===== config.mk =====
export PLATFORM = sky130hd
export DESIGN_NAME = ckr_regs
export DESIGN_NICKNAME = d
export VERILOG_FILES = /design/src/core/ckr_pkg.sv /design/src/core/ckr_apb_if.sv /design/src/core/ckr_regs.sv /design/src/core/ckr_sticky.sv
export SDC_FILE = /design/constraint.sdc
export NUM_CORES = 1
export LEC_CHECK = 0
export BUFFER_PORTS_ARGS = -buffer_cell sky130_fd_sc_hd__buf_2
export CAP_MARGIN = 20
export CORE_MARGIN = 2
export CORE_UTILIZATION = 49
export CTS_BUF_LIST = sky130_fd_sc_hd__clkbuf_4 sky130_fd_sc_hd__clkbuf_8
export DETAILED_ROUTE_END_ITERATION = 10
export GPL_TIMING_DRIVEN = 0
export PLACE_DENSITY = 0.86
export SKIP_LAST_GASP = 1
export SYNTH_ARGS = -nofsm -noshare
export SYNTH_HDL_FRONTEND = slang
export SYNTH_HIERARCHICAL = 1
export SYNTH_SLANG_ARGS = --single-unit

===== constraint.sdc =====
create_clock -name pclk -period 1.1 [get_ports pclk]
set_input_delay 0.11 -clock pclk [delete_from_list [all_inputs] [get_ports pclk]]
set_output_delay 0.11 -clock pclk [all_outputs]
set_load 0.005 [all_outputs]

===== src/core/ckr_pkg.sv =====
// Package for the clock interrupt and bus reset register block.
// Assumes an APB slave with 32-bit data on pclk and presetn.
package ckr_pkg;
    // ************************************************************
    // Register offsets (byte addresses).
    // ************************************************************
    localparam logic [11:0] CKR_OFF_INT = 12'h00c; // Interrupt register.
    localparam logic [11:0] CKR_OFF_RST = 12'h010; // Bus reset register.
    localparam logic [11:0] CKR_OFF_MASK = 12'h040; // Extra mask register.
    // ************************************************************
    // Field positions and masks.
    // ************************************************************
    localparam int CKR_NSRC = 6; // Number of clock sources.
    localparam int CKR_FLG_LSB = 0; // Ready flags start here.
    localparam int CKR_FAIL_FLG_BIT = 7; // Clock failure flag.
    localparam int CKR_IE_LSB = 8; // Ready enables start here.
    localparam int CKR_CLR_LSB = 16; // Ready clear strobes start here.
    localparam int CKR_FAIL_CLR_BIT = 23; // Clock failure clear strobe.
    localparam logic [31:0] CKR_RST_MASK = 32'h2260_11ff; // Bus reset bits.
    localparam logic [31:0] CKR_RST_RESET = 32'h0000_0000; // Reset value.
    localparam logic [31:0] CKR_MASK_BITS = 32'h0000_00bf; // Maskable bits.
    localparam logic [31:0] CKR_MASK_RESET = 32'h0000_00bf; // All enabled.
    localparam logic [31:0] CKR_ZERO = 32'h0000_0000; // Zero word.
endpackage : ckr_pkg


===== src/core/ckr_apb_if.sv =====
// APB slave front end: zero wait state access strobes.
// Assumes a compliant APB master on pclk.
module ckr_apb_if (
    input wire logic psel,
    input wire logic penable,
    input wire logic pwrite,
    output logic pready,
    output logic pslverr,
    output logic wr_stb,
    output logic rd_stb
);
    // ************************************************************
    // Access decode.
    // ************************************************************
    // Every access completes in its first access cycle.
    always_comb begin
        pready = 1'b1;
        pslverr = 1'b0;
        wr_stb = psel & penable & pwrite;
        rd_stb = psel & ~penable & ~pwrite;
    end
endmodule // ckr_apb_if


===== src/core/ckr_regs.sv =====
// Clock interrupt register and high-speed bus peripheral reset register.
// Assumes an APB master on pclk; oscillator status inputs are
// synchronous to pclk and asserted as single-cycle or level events.
//
// Behaviour
// - Clock failure sets read-only failure flag.
// - Writing one to bit 23 clears failure.
// - Bits 8-10 enable three oscillator ready interrupts.
// - Bits 11-13 enable external and PLL ready.
// - Bits 16-21 written one clear ready flags.
// - Reset bits hold peripherals in reset.
// - Reset register zero wait, resets zero.
// - Stable source sets flag when enabled.
//
// The implementer's own choice: the APB slave port.
module ckr_regs (
    input wire logic pclk,
    input wire logic presetn,
    input wire logic psel,
    input wire logic penable,
    input wire logic pwrite,
    input wire logic [11:0] paddr,
    input wire logic [31:0] pwdata,
    input wire logic [3:0] pstrb,
    output logic [31:0] prdata,
    output logic pready,
    output logic pslverr,
    input wire logic [ckr_pkg::CKR_NSRC-1:0] src_ready,
    input wire logic ext_high_osc_fail,
    output logic [31:0] periph_reset,
    output logic clk_irq
);
    import ckr_pkg::*;

    // ************************************************************
    // Bus front end.
    // ************************************************************
    logic wr_stb; // Write takes effect this cycle.
    logic rd_stb; // Setup of a read.

    ckr_apb_if u_apb (
        .psel(psel),
        .penable(penable),
        .pwrite(pwrite),
        .pready(pready),
        .pslverr(pslverr),
        .wr_stb(wr_stb),
        .rd_stb(rd_stb)
    );

    // Merge a write with byte strobes into an old value.
    function automatic logic [31:0] strb_merge(input logic [31:0] old,
                                               input logic [31:0] wd,
                                               input logic [3:0] st);
        logic [31:0] r;
        r = old;
        for (int i = 0; i < 4; i++) begin
            if (st[i]) begin
                r[i*8 +: 8] = wd[i*8 +: 8];
            end
        end
        return r;
    endfunction

    logic wr_int; // Write to interrupt register.
    logic wr_rst; // Write to bus reset register.
    logic wr_msk; // Write to mask register.
    logic [31:0] int_wd; // Strobe-gated write data, zero on absent lanes.

    always_comb begin
        wr_int = wr_stb && (paddr == CKR_OFF_INT);
        wr_rst = wr_stb && (paddr == CKR_OFF_RST);
        wr_msk = wr_stb && (paddr == CKR_OFF_MASK);
        int_wd = strb_merge(CKR_ZERO, pwdata, pstrb);
    end

    // ************************************************************
    // Ready interrupt enables.
    // ************************************************************
    logic [CKR_NSRC-1:0] ready_ie_reg; // Enables, bits 8 to 13.
    logic [31:0] ie_word; // Enables placed in their register positions.
    logic [31:0] ie_merged; // Enables after a byte-lane write.

    // The merge works on the full word so that only the lane holding
    // the enables can change them; a byte write to lane 0 leaves them.
    always_comb begin
        ie_word = CKR_ZERO;
        ie_word[CKR_IE_LSB +: CKR_NSRC] = ready_ie_reg;
        ie_merged = strb_merge(ie_word, pwdata, pstrb);
    end

    // Software writes the enables; lanes not strobed keep value.
    always_ff @(posedge pclk or negedge presetn) begin
        if (!presetn) begin
            ready_ie_reg <= '0;
        end else if (wr_int) begin
            ready_ie_reg <= ie_merged[CKR_IE_LSB +: CKR_NSRC];
        end
    end

    // A written enable lane must show up in the register next cycle.
    chk_ie_write: assert property (
        @(posedge pclk) disable iff (!presetn)
        wr_int && pstrb[1] |=> ready_ie_reg ==
        $past(pwdata[CKR_IE_LSB +: CKR_NSRC]))
        else $error("enable bits not written");

    // ************************************************************
    // Ready flags and failure flag.
    // ************************************************************
    logic [CKR_NSRC-1:0] src_ready_d_reg; // Last sample of readiness.
    logic [CKR_NSRC-1:0] ready_set; // Rising readiness while enabled.
    logic [CKR_NSRC-1:0] ready_clr; // Write-one clear strobes.
    logic [CKR_NSRC-1:0] ready_flag_reg; // Sticky ready flags.
    logic fail_clr; // Failure clear strobe.
    logic fail_flag_reg; // Sticky failure flag.

    // Edge detector: a source becoming stable is the event.
    always_ff @(posedge pclk or negedge presetn) begin
        if (!presetn) begin
            src_ready_d_reg <= '0;
        end else begin
            src_ready_d_reg <= src_ready;
        end
    end

    always_comb begin
        ready_set = src_ready & ~src_ready_d_reg & ready_ie_reg;
        ready_clr = wr_int ? int_wd[CKR_CLR_LSB +: CKR_NSRC]
                           : '0;
        fail_clr = wr_int & int_wd[CKR_FAIL_CLR_BIT];
    end

    ckr_sticky #(.WIDTH(CKR_NSRC)) u_ready (
        .pclk(pclk),
        .presetn(presetn),
        .set_evt(ready_set),
        .clr_evt(ready_clr),
        .flag_reg(ready_flag_reg)
    );

    ckr_sticky #(.WIDTH(1)) u_fail (
        .pclk(pclk),
        .presetn(presetn),
        .set_evt(ext_high_osc_fail),
        .clr_evt(fail_clr),
        .flag_reg(fail_flag_reg)
    );

    // A failure seen in one cycle must be in the flag the next cycle.
    chk_fail_sets_flag: assert property (
        @(posedge pclk) disable iff (!presetn)
        ext_high_osc_fail |=> fail_flag_reg)
        else $error("failure flag not set");

    // A clear with no failure in the same cycle must drop the flag.
    chk_fail_clear: assert property (
        @(posedge pclk) disable iff (!presetn)
        fail_clr && !ext_high_osc_fail |=> !fail_flag_reg)
        else $error("failure flag not cleared");

    // With neither event nor clear the failure flag must not move.
    chk_fail_hold: assert property (
        @(posedge pclk) disable iff (!presetn)
        !ext_high_osc_fail && !fail_clr |=> $stable(fail_flag_reg))
        else $error("failure flag changed by itself");

    // Each enabled rising source must land in its flag.
    chk_ready_set: assert property (
        @(posedge pclk) disable iff (!presetn)
        ready_set != '0 |=> (ready_flag_reg & $past(ready_set))
        == $past(ready_set))
        else $error("ready flag not set");

    // A clear strobe with no competing set must empty its flag.
    chk_ready_clear: assert property (
        @(posedge pclk) disable iff (!presetn)
        (ready_clr != '0) && (ready_set == '0) |=>
        (ready_flag_reg & $past(ready_clr)) == '0)
        else $error("ready flag not cleared");

    // Flags are sticky: without a set or a clear they stay as they are.
    chk_flag_hold: assert property (
        @(posedge pclk) disable iff (!presetn)
        (ready_set == '0) && (ready_clr == '0) |=>
        $stable(ready_flag_reg))
        else $error("ready flag changed by itself");

    // ************************************************************
    // Interrupt mask.
    // ************************************************************
    logic [31:0] irq_mask_reg; // One enables the matching status bit.

    // Mask shares the status layout; unused bits stay zero.
    always_ff @(posedge pclk or negedge presetn) begin
        if (!presetn) begin
            irq_mask_reg <= CKR_MASK_RESET;
        end else if (wr_msk) begin
            irq_mask_reg <= strb_merge(irq_mask_reg, pwdata, pstrb)
                            & CKR_MASK_BITS;
        end
    end

    logic [31:0] status_word; // Flags in their register positions.

    always_comb begin
        status_word = CKR_ZERO;
        status_word[CKR_FLG_LSB +: CKR_NSRC] = ready_flag_reg;
        status_word[CKR_FAIL_FLG_BIT] = fail_flag_reg;
        clk_irq = |(status_word & irq_mask_reg);
    end

    // A request needs a set flag behind it.
    chk_irq_level: assert property (
        @(posedge pclk) disable iff (!presetn)
        clk_irq |-> (ready_flag_reg != '0) || fail_flag_reg)
        else $error("interrupt without flag");

    // An unmasked failure flag must raise the request.
    chk_irq_raise: assert property (
        @(posedge pclk) disable iff (!presetn)
        fail_flag_reg && irq_mask_reg[CKR_FAIL_FLG_BIT] |-> clk_irq)
        else $error("unmasked failure without interrupt");

    // Bits outside the status layout can never be enabled.
    chk_mask_layout: assert property (
        @(posedge pclk) disable iff (!presetn)
        (irq_mask_reg & ~CKR_MASK_BITS) == CKR_ZERO)
        else $error("mask bit outside layout");

    // ************************************************************
    // Peripheral reset register.
    // ************************************************************
    logic [31:0] periph_reset_reg; // One holds a peripheral in reset.

    // Byte-lane writes; reserved bits forced to zero.
    always_ff @(posedge pclk or negedge presetn) begin
        if (!presetn) begin
            periph_reset_reg <= CKR_RST_RESET;
        end else if (wr_rst) begin
            periph_reset_reg <= strb_merge(periph_reset_reg, pwdata,
                                           pstrb) & CKR_RST_MASK;
        end
    end

    assign periph_reset = periph_reset_reg;

    // A full-word write lands with only the documented bits kept.
    chk_rst_write: assert property (
        @(posedge pclk) disable iff (!presetn)
        wr_rst && (pstrb == 4'hf) |=>
        periph_reset == ($past(pwdata) & CKR_RST_MASK))
        else $error("reset register write wrong");

    // Without a write the reset bits must hold their peripherals.
    chk_rst_hold: assert property (
        @(posedge pclk) disable iff (!presetn)
        !wr_rst |=> $stable(periph_reset_reg))
        else $error("reset register changed by itself");

    // Reserved bits of the reset register never come up.
    chk_rst_reserved: assert property (
        @(posedge pclk) disable iff (!presetn)
        (periph_reset_reg & ~CKR_RST_MASK) == CKR_ZERO)
        else $error("reserved reset bit set");

    // ************************************************************
    // Read data.
    // ************************************************************
    logic [31:0] prdata_reg; // Captured at setup, valid in access cycle.
    logic [31:0] rd_mux; // Selected register view.

    // Clear strobes read as zero; unmapped offsets read zero.
    always_comb begin
        unique case (paddr)
            CKR_OFF_INT: begin
                rd_mux = status_word;
                rd_mux[CKR_IE_LSB +: CKR_NSRC] = ready_ie_reg;
            end
            CKR_OFF_RST: rd_mux = periph_reset_reg;
            CKR_OFF_MASK: rd_mux = irq_mask_reg;
            default: rd_mux = CKR_ZERO;
        endcase
    end

    // Sampling at setup lets a zero wait state read return stable data.
    always_ff @(posedge pclk or negedge presetn) begin
        if (!presetn) begin
            prdata_reg <= CKR_ZERO;
        end else if (rd_stb) begin
            prdata_reg <= rd_mux;
        end
    end

    assign prdata = prdata_reg;

    // The slave never stretches an access and never signals an error.
    chk_zero_wait: assert property (
        @(posedge pclk) disable iff (!presetn)
        psel && penable |-> pready && !pslverr)
        else $error("wait state inserted");

    // Reserved positions of the interrupt register read as zero.
    chk_int_reserved: assert property (
        @(posedge pclk) disable iff (!presetn)
        rd_stb && (paddr == CKR_OFF_INT) |=>
        (prdata[31:CKR_IE_LSB + CKR_NSRC] == '0)
        && !prdata[CKR_FLG_LSB + CKR_NSRC])
        else $error("reserved interrupt bit read as one");

    // An offset that maps to no register returns zero.
    chk_unmapped_zero: assert property (
        @(posedge pclk) disable iff (!presetn)
        rd_stb && (paddr != CKR_OFF_INT) && (paddr != CKR_OFF_RST)
        && (paddr != CKR_OFF_MASK) |=> prdata == CKR_ZERO)
        else $error("unmapped offset read nonzero");
endmodule // ckr_regs


===== src/core/ckr_sticky.sv =====
// Sticky event bank: hardware sets, a write-one strobe clears.
// Assumes events and clears synchronous to pclk.
module ckr_sticky #(
    parameter int WIDTH = 6
) (
    input wire logic pclk,
    input wire logic presetn,
    input wire logic [WIDTH-1:0] set_evt,
    input wire logic [WIDTH-1:0] clr_evt,
    output logic [WIDTH-1:0] flag_reg
);
    // ************************************************************
    // Flag storage.
    // ************************************************************
    // A set in the same cycle as a clear wins, so no event is lost.
    always_ff @(posedge pclk or negedge presetn) begin
        if (!presetn) begin
            flag_reg <= '0;
        end else begin
            flag_reg <= (flag_reg & ~clr_evt) | set_evt;
        end
    end
endmodule // ckr_sticky


==> results of run 1 <==
[path summary, 6_finish.rpt]
check | start | end | slack (ns) | cells past startpoint
setup reg to reg | u_ready/flag_reg[2]$_DFF_PN0_ | prdata[2]$_DFFE_PN0P_ | 0.01 | 4
setup / recovery | paddr[3] | periph_reset[22]$_DFFE_PN0P_ | -0.57 | 5
max in group asynchronous | presetn | irq_mask_reg[2]$_DFFE_PN1P_ | 0.28 | 3
hold reg to reg | prdata[29]$_DFFE_PN0P_ | prdata[29]$_DFFE_PN0P_ | 0.49 | 1
hold / removal | paddr[6] | prdata[8]$_DFFE_PN0P_ | 0.004 | 2
min in group asynchronous | presetn | prdata[9]$_DFFE_PN0P_ | 0.26 | 2
[metrics by stage]
step | setup TNS, ns | hold slack, ns | util, % | instances
final | -20.96 | 0.00404 | 78.3 | 478
after CTS | -17.13 | 0.000917 | 74.3 | 468
after floorplan | -24.62 | -0.186 | - | 269
after global routing | -21.98 | -0.00720 | 78.3 | 478
after detailed placement | -40.66 | 0.162 | 63.5 | 425
after global placement | -43.80 | 0.232 | 63.2 | 424
[synth_stat cells (2+ instances only)]
cell type	number
mux2_1	14
o2bb2ai_1	5
nand2_1	18
nor2_1	5
and3_1	2
and4_1	2
o32ai_1	2
clkbuf_1	2
or4_1	2
a222oi_1	3
or4b_1	2
and2_1	7
a21boi_0	5
buf_4	37
a22o_1	4
and3b_1	7
a22oi_1	14
a32oi_1	2
dfrtp_1	51
nand4_2	2
dfstp_2	7
mux2_2	13
a21o_1	7
conb_1	3
inv_1	9
nor2_4	3
[routing by layer]
layer / up-vias / GRT usage, % / share of wire (%)
li1: 1108 / - / -
met1: 1218 / 28.7 / 38
met2: 147 / 41.1 / 50
met3: 24 / 9.28 / 8.8
met4: 0 / 11.0 / 3.2
met5: - / 0 / 0
[area by class of cell]
cell class	instances	area share, %
clock inverters	2	0.807
flip-flops and latches	58	33.7
multi-input cells	161	32.2
well taps	72	2.08
plain buffers	39	6.81
repair buffers	122	19.4
inverters	10	0.894
clock buffers	14	4.15
[kinds of logic (layout without fill, tap and decap cells)]
kind of cell	count (synthesis)	after routing	synth area share (%)
other	3	34	0.398
AO/OA/AOI/OAI	43	43	12.3
buffers and inverters	50	187	11.8
flip-flops	58	58	51.6
multiplexers	27	27	10.7
AND/OR/NAND/NOR	57	57	13.2
[where the power goes]
part | switching [mW] | total (mW) | internal (mW)
logic | 0.209 | 0.452 | 0.243
registers | 0.00439 | 2.15 | 2.15
clock network | 0.842 | 2.12 | 1.28
total | 1.06 | 4.73 | 3.67
[repair_timing]
item | CTS | global route
endpoints found under the setup margin | 53 | 57
gates resized for setup | 30 | 47
hold buffers | 15 | 3
pin swaps | 18 | 26
buffers inserted | 12 | 8
endpoints found under the hold margin | 40 | 5
==> impl_results.md, run 1 <==
- TritonCTS Buffers: 9
- Initial core utilization: 51.1%
- Synth top area cells: dfrtp_1, buf_4, dfstp_2
- Pin count of the biggest net entering global routing: 32
- Slowest cell on crit path: or4_4
- Layout cells sized above 1: 58.6%
- Vias: 2,497
- Dpl ws: -0.954 ns
- Worst-path clk slew: 0.07 ns
- Critical path class: in2reg
- Ys async rst share: 100%
- Post-synth cell types: 36
- Worst vdd ir: ~1.2 mV
- RSZ-0062 raised after global routing: yes
- Largest fanout on the critical path: 5
- Tmin final: 1.67 ns
- Max incr delay on CP: roughly 0.64 ns
- Synth area leader: dfrtp_1
- Max reg flops: 18
- Die ar.: 6400 um^2
- Post-layout instance area: 4340 um^2
- Final global-route overflow total: 0
- # rows: 27
- Pwr Density: 1090 nW/um^2
- Residual DRC: 0
- Fin crit share: 151%
- DRT antenna net count: 0
- I/O Pins: 127
- Leakage power: 2.25 nW
- Cell chain of the critical path: buf_8, or4b_4, or4_4, nor2_4, mux2_4
- Wire length of the first global-routing pass: 11.9 mm
- Skew final: 0.00475 ns
- Flops & latches, synth: 58
- H-tree levels: 3
- Ant diodes: 0
- Hold Fails Final Rpt: 0
- Area of the multi-input gates: 1400 um^2
- Vias per inst: 5.22
- Yosys warning count: 6
- Clk root buf: clkbuf_8
- Final nets: around 460
- Fin worst setup slack: -0.565 ns
- Number of enable flip-flop cells after synthesis: 0
- Clk_lat worst skew: 0.35 ns
- Cell family with most CP delay: simple AND/OR/NAND/NOR gates
- CP Capture Type: flop
- Buf/Inv on CP: 1
- Max_cap viols: 0
- Core region area: 5540 um^2
- Measured slew at the worst slew-check pin: 0.610 ns
- Die Y: 80 um
- CTS sink count: just under 60
- Worst EP required: around 1.3 ns
- Post-synth top area share: between 40% and 50%
- Clk buf depth: 2
- Drt total wl: about 8 mm
- Most used DFF post-synth: dfrtp_1
- Hold Crit Class: in2reg
- Failing checks: negative setup slack
- DR pass1 iterations: 4
- Vias in the first global route: between 2,000 and 3,000
- Status: complete, but fails checks
- Syn Inst Count: 238
- Layout area overhead: 53.3%
- Most frequent cells in the layout: buf_2, dfrtp_1, buf_4
- Placed Area: 3520 um^2
- Fmax: about 0.60 GHz
- Arrival @ worst endpoint: around 1.9 ns
- Synth Area per Inst: 11.9 um^2
- Gpl congestion: 0.762
- Drt wl/cell: 17.3 um
- Seq/Total Area, Yosys: 51.6%
- Max-slew violation count: 0
- Storage element area: 1460 um^2
- Final setup viols: 53
- 1st-iter DRT viols: 191
- Synthesized area: 2830 um^2
- Initial antenna violation count: 0
- Port Buf Inserts: 83
- CTS tree: done
- # fillers: 326
- Relative slew slack: 58.8%
- DIE WIDTH: 80 um
- GRT Total Usage: 24.8%
- DP HPWL: 4.85 mm
- Total power: 4.73 mW
- Commonest non-fill, non-tap cell in the layout: buf_2
- CP Launch Type: input port
(Power assumes the default switching activity.)
==> inputs of run 2 (changes only) <==
BUFFER_PORTS_ARGS = unset   (was -buffer_cell sky130_fd_sc_hd__buf_2)
CORE_MARGIN = 4   (was 2)
CORE_UTILIZATION = 60   (was 49)
DONT_BUFFER_PORTS = 1   (was unset)
PLACE_DENSITY = 0.79   (was 0.86)
clock period = 1.8 ns   (was 1.1 ns; I/O delays follow)
==> impl_results.md, run 2 (synthesized netlist as in run 1, its figures left out) <==
- Fmax: 0.574 GHz
- Initial core utilization: 63.3%
- Pin count of the biggest net entering global routing: 59
- Final global-route overflow total: 0
- Post-CTS Setup Repair Bufs: 0
- CTS sink count: 58
- Drt wl/cell: 18.8 um
- Vias per inst: 5.58
- Critical path class: in2reg
- Post-Place Cells: 321
- Finished Layout Cells: 365
- Ant diodes: 0
- H-tree levels: 3
- Cell family with most CP delay: simple AND/OR/NAND/NOR gates
- CP Capture Type: flop
- Vias: 2,037
- Max-slew violation count: 0
- Clk buf depth: 2
- Max_cap viols: 0
- 1st-iter DRT viols: 101
- DIE WIDTH: around 77 um
- Vias in the first global route: ~2,100
- Wire length of the first global-routing pass: ~11 mm
- Layout Utilization: 79.5%
- Largest fanout on the critical path: 8
- DP HPWL: around 4.7 mm
- Clk_lat worst skew: 0.33 ns
- Cell chain of the critical path: buf_4, or4b_1, nor2_2, and4_1, buf_4, mux2_1
- Hold Fails Final Rpt: 0
- Slowest cell on crit path: or4b_1
- Fin crit share: 96.8%
- DR pass1 iterations: 4
- Layout cells sized above 1: between 20 and 30%
- Drt total wl: 6.85 mm
- Clk root buf: clkbuf_8
- Arrival @ worst endpoint: 1.94 ns
- Commonest non-fill, non-tap cell in the layout: dfrtp_1
- Tmin final: roughly 1.7 ns
- CP Launch Type: input port
- Residual DRC: 0
- Measured slew at the worst slew-check pin: 0.621 ns
- Gpl congestion: about 0.75
- Total power: 2.76 mW
- Worst EP required: around 2.0 ns
- CTS tree: done
- Leakage power: approximately 1.8 nW
- Crit path top cell by count: buf_4
- Hold Crit Class: in2reg
- Die Y: about 77 um
- Pwr Density: between 700 and 800 nW/um^2
- Max reg flops: 18
- Buf/Inv on CP: 2
- Relative slew slack: 58.3%
- Worst-path clk slew: 0.07 ns
- Initial antenna violation count: 0
- Most frequent cells in the layout: dfrtp_1, buf_4, conb_1
- # rows: 24
- I/O Pins: 127
- Core region area: between 4000 and 5000 um^2
- Die ar.: 5880 um^2
- Final setup viols: 0
- Dpl ws: -0.394 ns
- TritonCTS Buffers: 9
- Port Buf Inserts: 0
- DRT antenna net count: 0
- Status: finished clean
- Layout area overhead: 25.7%
- Worst vdd ir: 0.615 mV
- Max incr delay on CP: about 0.50 ns
- GRT Total Usage: 24.0%
- RSZ-0062 raised after global routing: no
- TNS Setup: 0 ns
- Final nets: 368
- Fin worst setup slack: 0.0579 ns
- Skew final: 0.00844 ns
run 2: cell count changes in the layout (fill, tap and decap cells not counted), sizes merged:
cell | before | now
buf | 141 | 39
dlygate4sd3 | 18 | 27
clkbuf | 16 | 14
clkinv | 2 | 4
run 2: worst paths after layout:
kind                                                    start                            end  slack (ns)  depth (start not counted)
worst min-delay path                                pwdata[7]    irq_mask_reg[7]$_DFFE_PN1P_        0.01                          1
worst max-delay path                                 paddr[4]    periph_reset[3]$_DFFE_PN0P_        0.06                          6
min in group asynchronous                             presetn          prdata[5]$_DFFE_PN0P_        0.40                          2
max in group asynchronous                             presetn    irq_mask_reg[3]$_DFFE_PN1P_        1.11                          2
worst max register to register          prdata[5]$_DFFE_PN0P_          prdata[5]$_DFFE_PN0P_        0.78                          2
worst min register to register  u_ready/flag_reg[4]$_DFF_PN0_  u_ready/flag_reg[4]$_DFF_PN0_        0.50                          1
run 2: layout make-up:
cell class / instances / area [um^2]
Clock buffer: 12 / 165
Clock inverter: 4 / 48.8
Buffer: 40 / 297
Timing Repair Buffer: 28 / 298
Tap cell: 52 / 65.1
Sequential cell: 58 / 1460
Multi-Input combinational cell: 161 / 1190
Inverter: 10 / 37.5
Fill cell: 280 / 917
run 2: per-stage QoR:
step / cell area [um^2] / hold WS, ns
final: 3560 / 0.0143
after global routing: 3560 / 0.000260
after CTS: 3540 / 0.000674
after detailed placement: 3040 / -0.114
after global placement: 3040 / -0.114
after floorplan: 2970 / -0.116
run 2: report_power, final:
part | leakage [nW] | total, mW | switching, mW | internal, mW
Sequential | 0.766 | 1.32 | 0.00274 | 1.31
Combinational | 0.882 | 0.196 | 0.0901 | 0.106
Clock | 0.112 | 1.25 | 0.500 | 0.750
Total | 1.76 | 2.76 | 0.593 | 2.17
run 2: what timing repair did:
item	CTS	global route
gates resized for setup	1	0
hold endpoints to repair	89	2
hold buffers	26	2
setup endpoints to repair	7	0
run 2: per-layer routing:
layer | track usage (%) | part of all wire, %
met3 | 9.72 | 9.9
met5 | 0 | 0
met4 | 9.42 | 0.93
met1 | 27.9 | 38
met2 | 39.5 | 51
==> inputs of run 3 (changes only) <==
BUFFER_PORTS_ARGS = -buffer_cell sky130_fd_sc_hd__buf_2   (was unset)
CORE_UTILIZATION = 49   (was 60)
DONT_BUFFER_PORTS = unset   (was 1)
PLACE_DENSITY = 0.86   (was 0.79)
==> impl_results.md, run 3 (synthesized netlist as in run 1, its figures left out) <==
- Dpl ws: -0.394 ns
- Fin worst setup slack: 0.0781 ns
- Storage element area: 1460 um^2
- Top sig layer: met4
- Max_cap viols: 0
- DRT antenna net count: 0
- Final setup viols: 0
- Clk buf depth: 2
- Met3 wire length: 572 um
- Core region area: 5540 um^2
- Clk_lat worst skew: 0.34 ns
- RSZ-0062 raised after global routing: no
- Layout Utilization: 69.1%
- GRT Total Usage: 20.2%
- Die Y: ~84 um
- Pwr Density: 765 nW/um^2
- Area of the multi-input gates: 1200 um^2
- Placed Area: roughly 3500 um^2
- H-tree levels: 3
- CTS sink count: 58
- Vias: about 2,200
- Final nets: roughly 430
- Tmin final: 1.72 ns
- CP Launch Type: input port
- Gpl congestion: 0.721
- # fillers: 416
- # rows: 27
- Port Buf Inserts: 83
- Arrival @ worst endpoint: 1.94 ns
- Total power: 2.93 mW
- TNS Setup: 0 ns
- DIE WIDTH: 84 um
- Clk root buf: clkbuf_8
- Residual DRC: 0
- CTS tree: done
- Final global-route overflow total: 0
- Critical path class: in2reg
- Ant diodes: 0
- Max-slew violation count: 0
- Hold Crit Class: in2reg
- 1st-iter DRT viols: 157
- Measured slew at the worst slew-check pin: 0.705 ns
- Crit path to: periph_reset[21]$_DFFE_PN0P_
- Leakage power: between 2 and 2.5 nW
- Worst-path clk slew: 0.06 ns
- Status: finished clean
- CP Capture Type: flop
- Fmax: 0.581 GHz
- Most frequent cells in the layout: buf_2, dfrtp_1, buf_4
- Skew final: roughly 0.008 ns
- Layout cells sized above 1: 47.2%
- Drt wl/cell: 15.4 um
- Wire length on met2: approximately 3.5 mm
- Fin crit share: 95.7%
- Hold path depth: 2
- Worst r2r dst: prdata[5]$_DFFE_PN0P_
- Hold Fails Final Rpt: 0
- Commonest non-fill, non-tap cell in the layout: buf_2
- Drt total wl: 6.89 mm
- Worst EP required: 2.02 ns
- Post-layout instance area: about 3800 um^2
- Worst vdd ir: about 0.55 mV
- Metal-1 WL: approximately 2.7 mm
- Pin count of the biggest net entering global routing: 32
- Vias per inst: 4.97
- Largest fanout on the critical path: 6
- DR pass1 iterations: 4
- Die ar.: ~7000 um^2
- Wire length of the first global-routing pass: 11.4 mm
- Vias in the first global route: 2,356
- Initial core utilization: 51.1%
- I/O Pins: 127
- TritonCTS Buffers: 9
- DP HPWL: 5.19 mm
- Layout area overhead: 35.2%
- Max reg flops: 18
- R2R cell count: 2
- Initial antenna violation count: 0
- R2R setup slack: 0.79 ns
- Relative slew slack: 53.0%
- Crit path from: paddr[11]
- Reg2reg start: prdata[5]$_DFFE_PN0P_
==> run 3: cell types whose count changed in the layout (fill, tap and decap cells not counted), moves of 2 or more <==
cell	previous run	this run
clkinv_2	2	0
dlygate4sd3_1	27	7
clkbuf_4	0	3
buf_2	0	83
buf_4	37	39
==> run 3: worst max-delay path, cell delays in order <==
cell and delay (ns):
buf_2 0.09, or4_4 0.54, or4_4 0.65, nor2_4 0.14
mux2_1 0.33
==> run 3: worst min path at each step <==
stage	startpoint	to	slack, ns
after floorplan	presetn	periph_reset[0]$_DFFE_PN0P_	-0.12
after global placement	src_ready[5]	src_ready_d_reg[5]$_DFF_PN0_	0.30
after detailed placement	presetn	src_ready_d_reg[1]$_DFF_PN0_	0.26
after CTS	ext_high_osc_fail	u_fail/flag_reg$_DFF_PN0_	0.03
after global routing	ext_high_osc_fail	u_fail/flag_reg$_DFF_PN0_	0.03
final	ext_high_osc_fail	u_fail/flag_reg$_DFF_PN0_	0.03
==> run 3: report_power, final <==
| part | internal, mW | leakage (nW) | switching (mW) |
|---|---|---|---|
| Clock | 0.902 | 0.121 | 0.490 |
| Sequential | 1.31 | 0.766 | 0.00235 |
| Combinational | 0.113 | 1.18 | 0.108 |
==> run 3: final cells by class <==
type / count / area share, %
Sequential cell: 58 / 38.2
Clock inverter: 2 / 1.57
Clock buffer: 14 / 4.55
Multi-Input combinational cell: 161 / 31.3
Buffer: 39 / 7.49
Tap cell: 72 / 2.35
Inverter: 10 / 0.981
Timing Repair Buffer: 93 / 13.6
==> run 3: metal layers <==
| layer | up-vias | track usage [%] |
|---|---|---|
| met3 | 13 | 5.73 |
| met4 | 0 | 7.46 |
| met5 | - | 0 |
| li1 | 1054 | - |
| met1 | 1070 | 23.7 |
| met2 | 95 | 35.1 |
==> run 3: through the flow <==
step | cells | hold slack (ns)
4_1_cts | 448 | 0.0278
3_5_place_dp | 425 | 0.261
2_1_floorplan | 269 | -0.116
3_3_place_gp | 424 | 0.302
5_1_grt | 449 | 0.0298
6_report | 449 | 0.0273
==> run 3: timing repair <==
action,in CTS,in global routing
pin swaps,0,0
gates resized for setup,1,5
buffers inserted,0,2
hold buffers,7,0
endpoints found under the setup margin,13,25
endpoints found under the hold margin,36,0
cloned,0,0
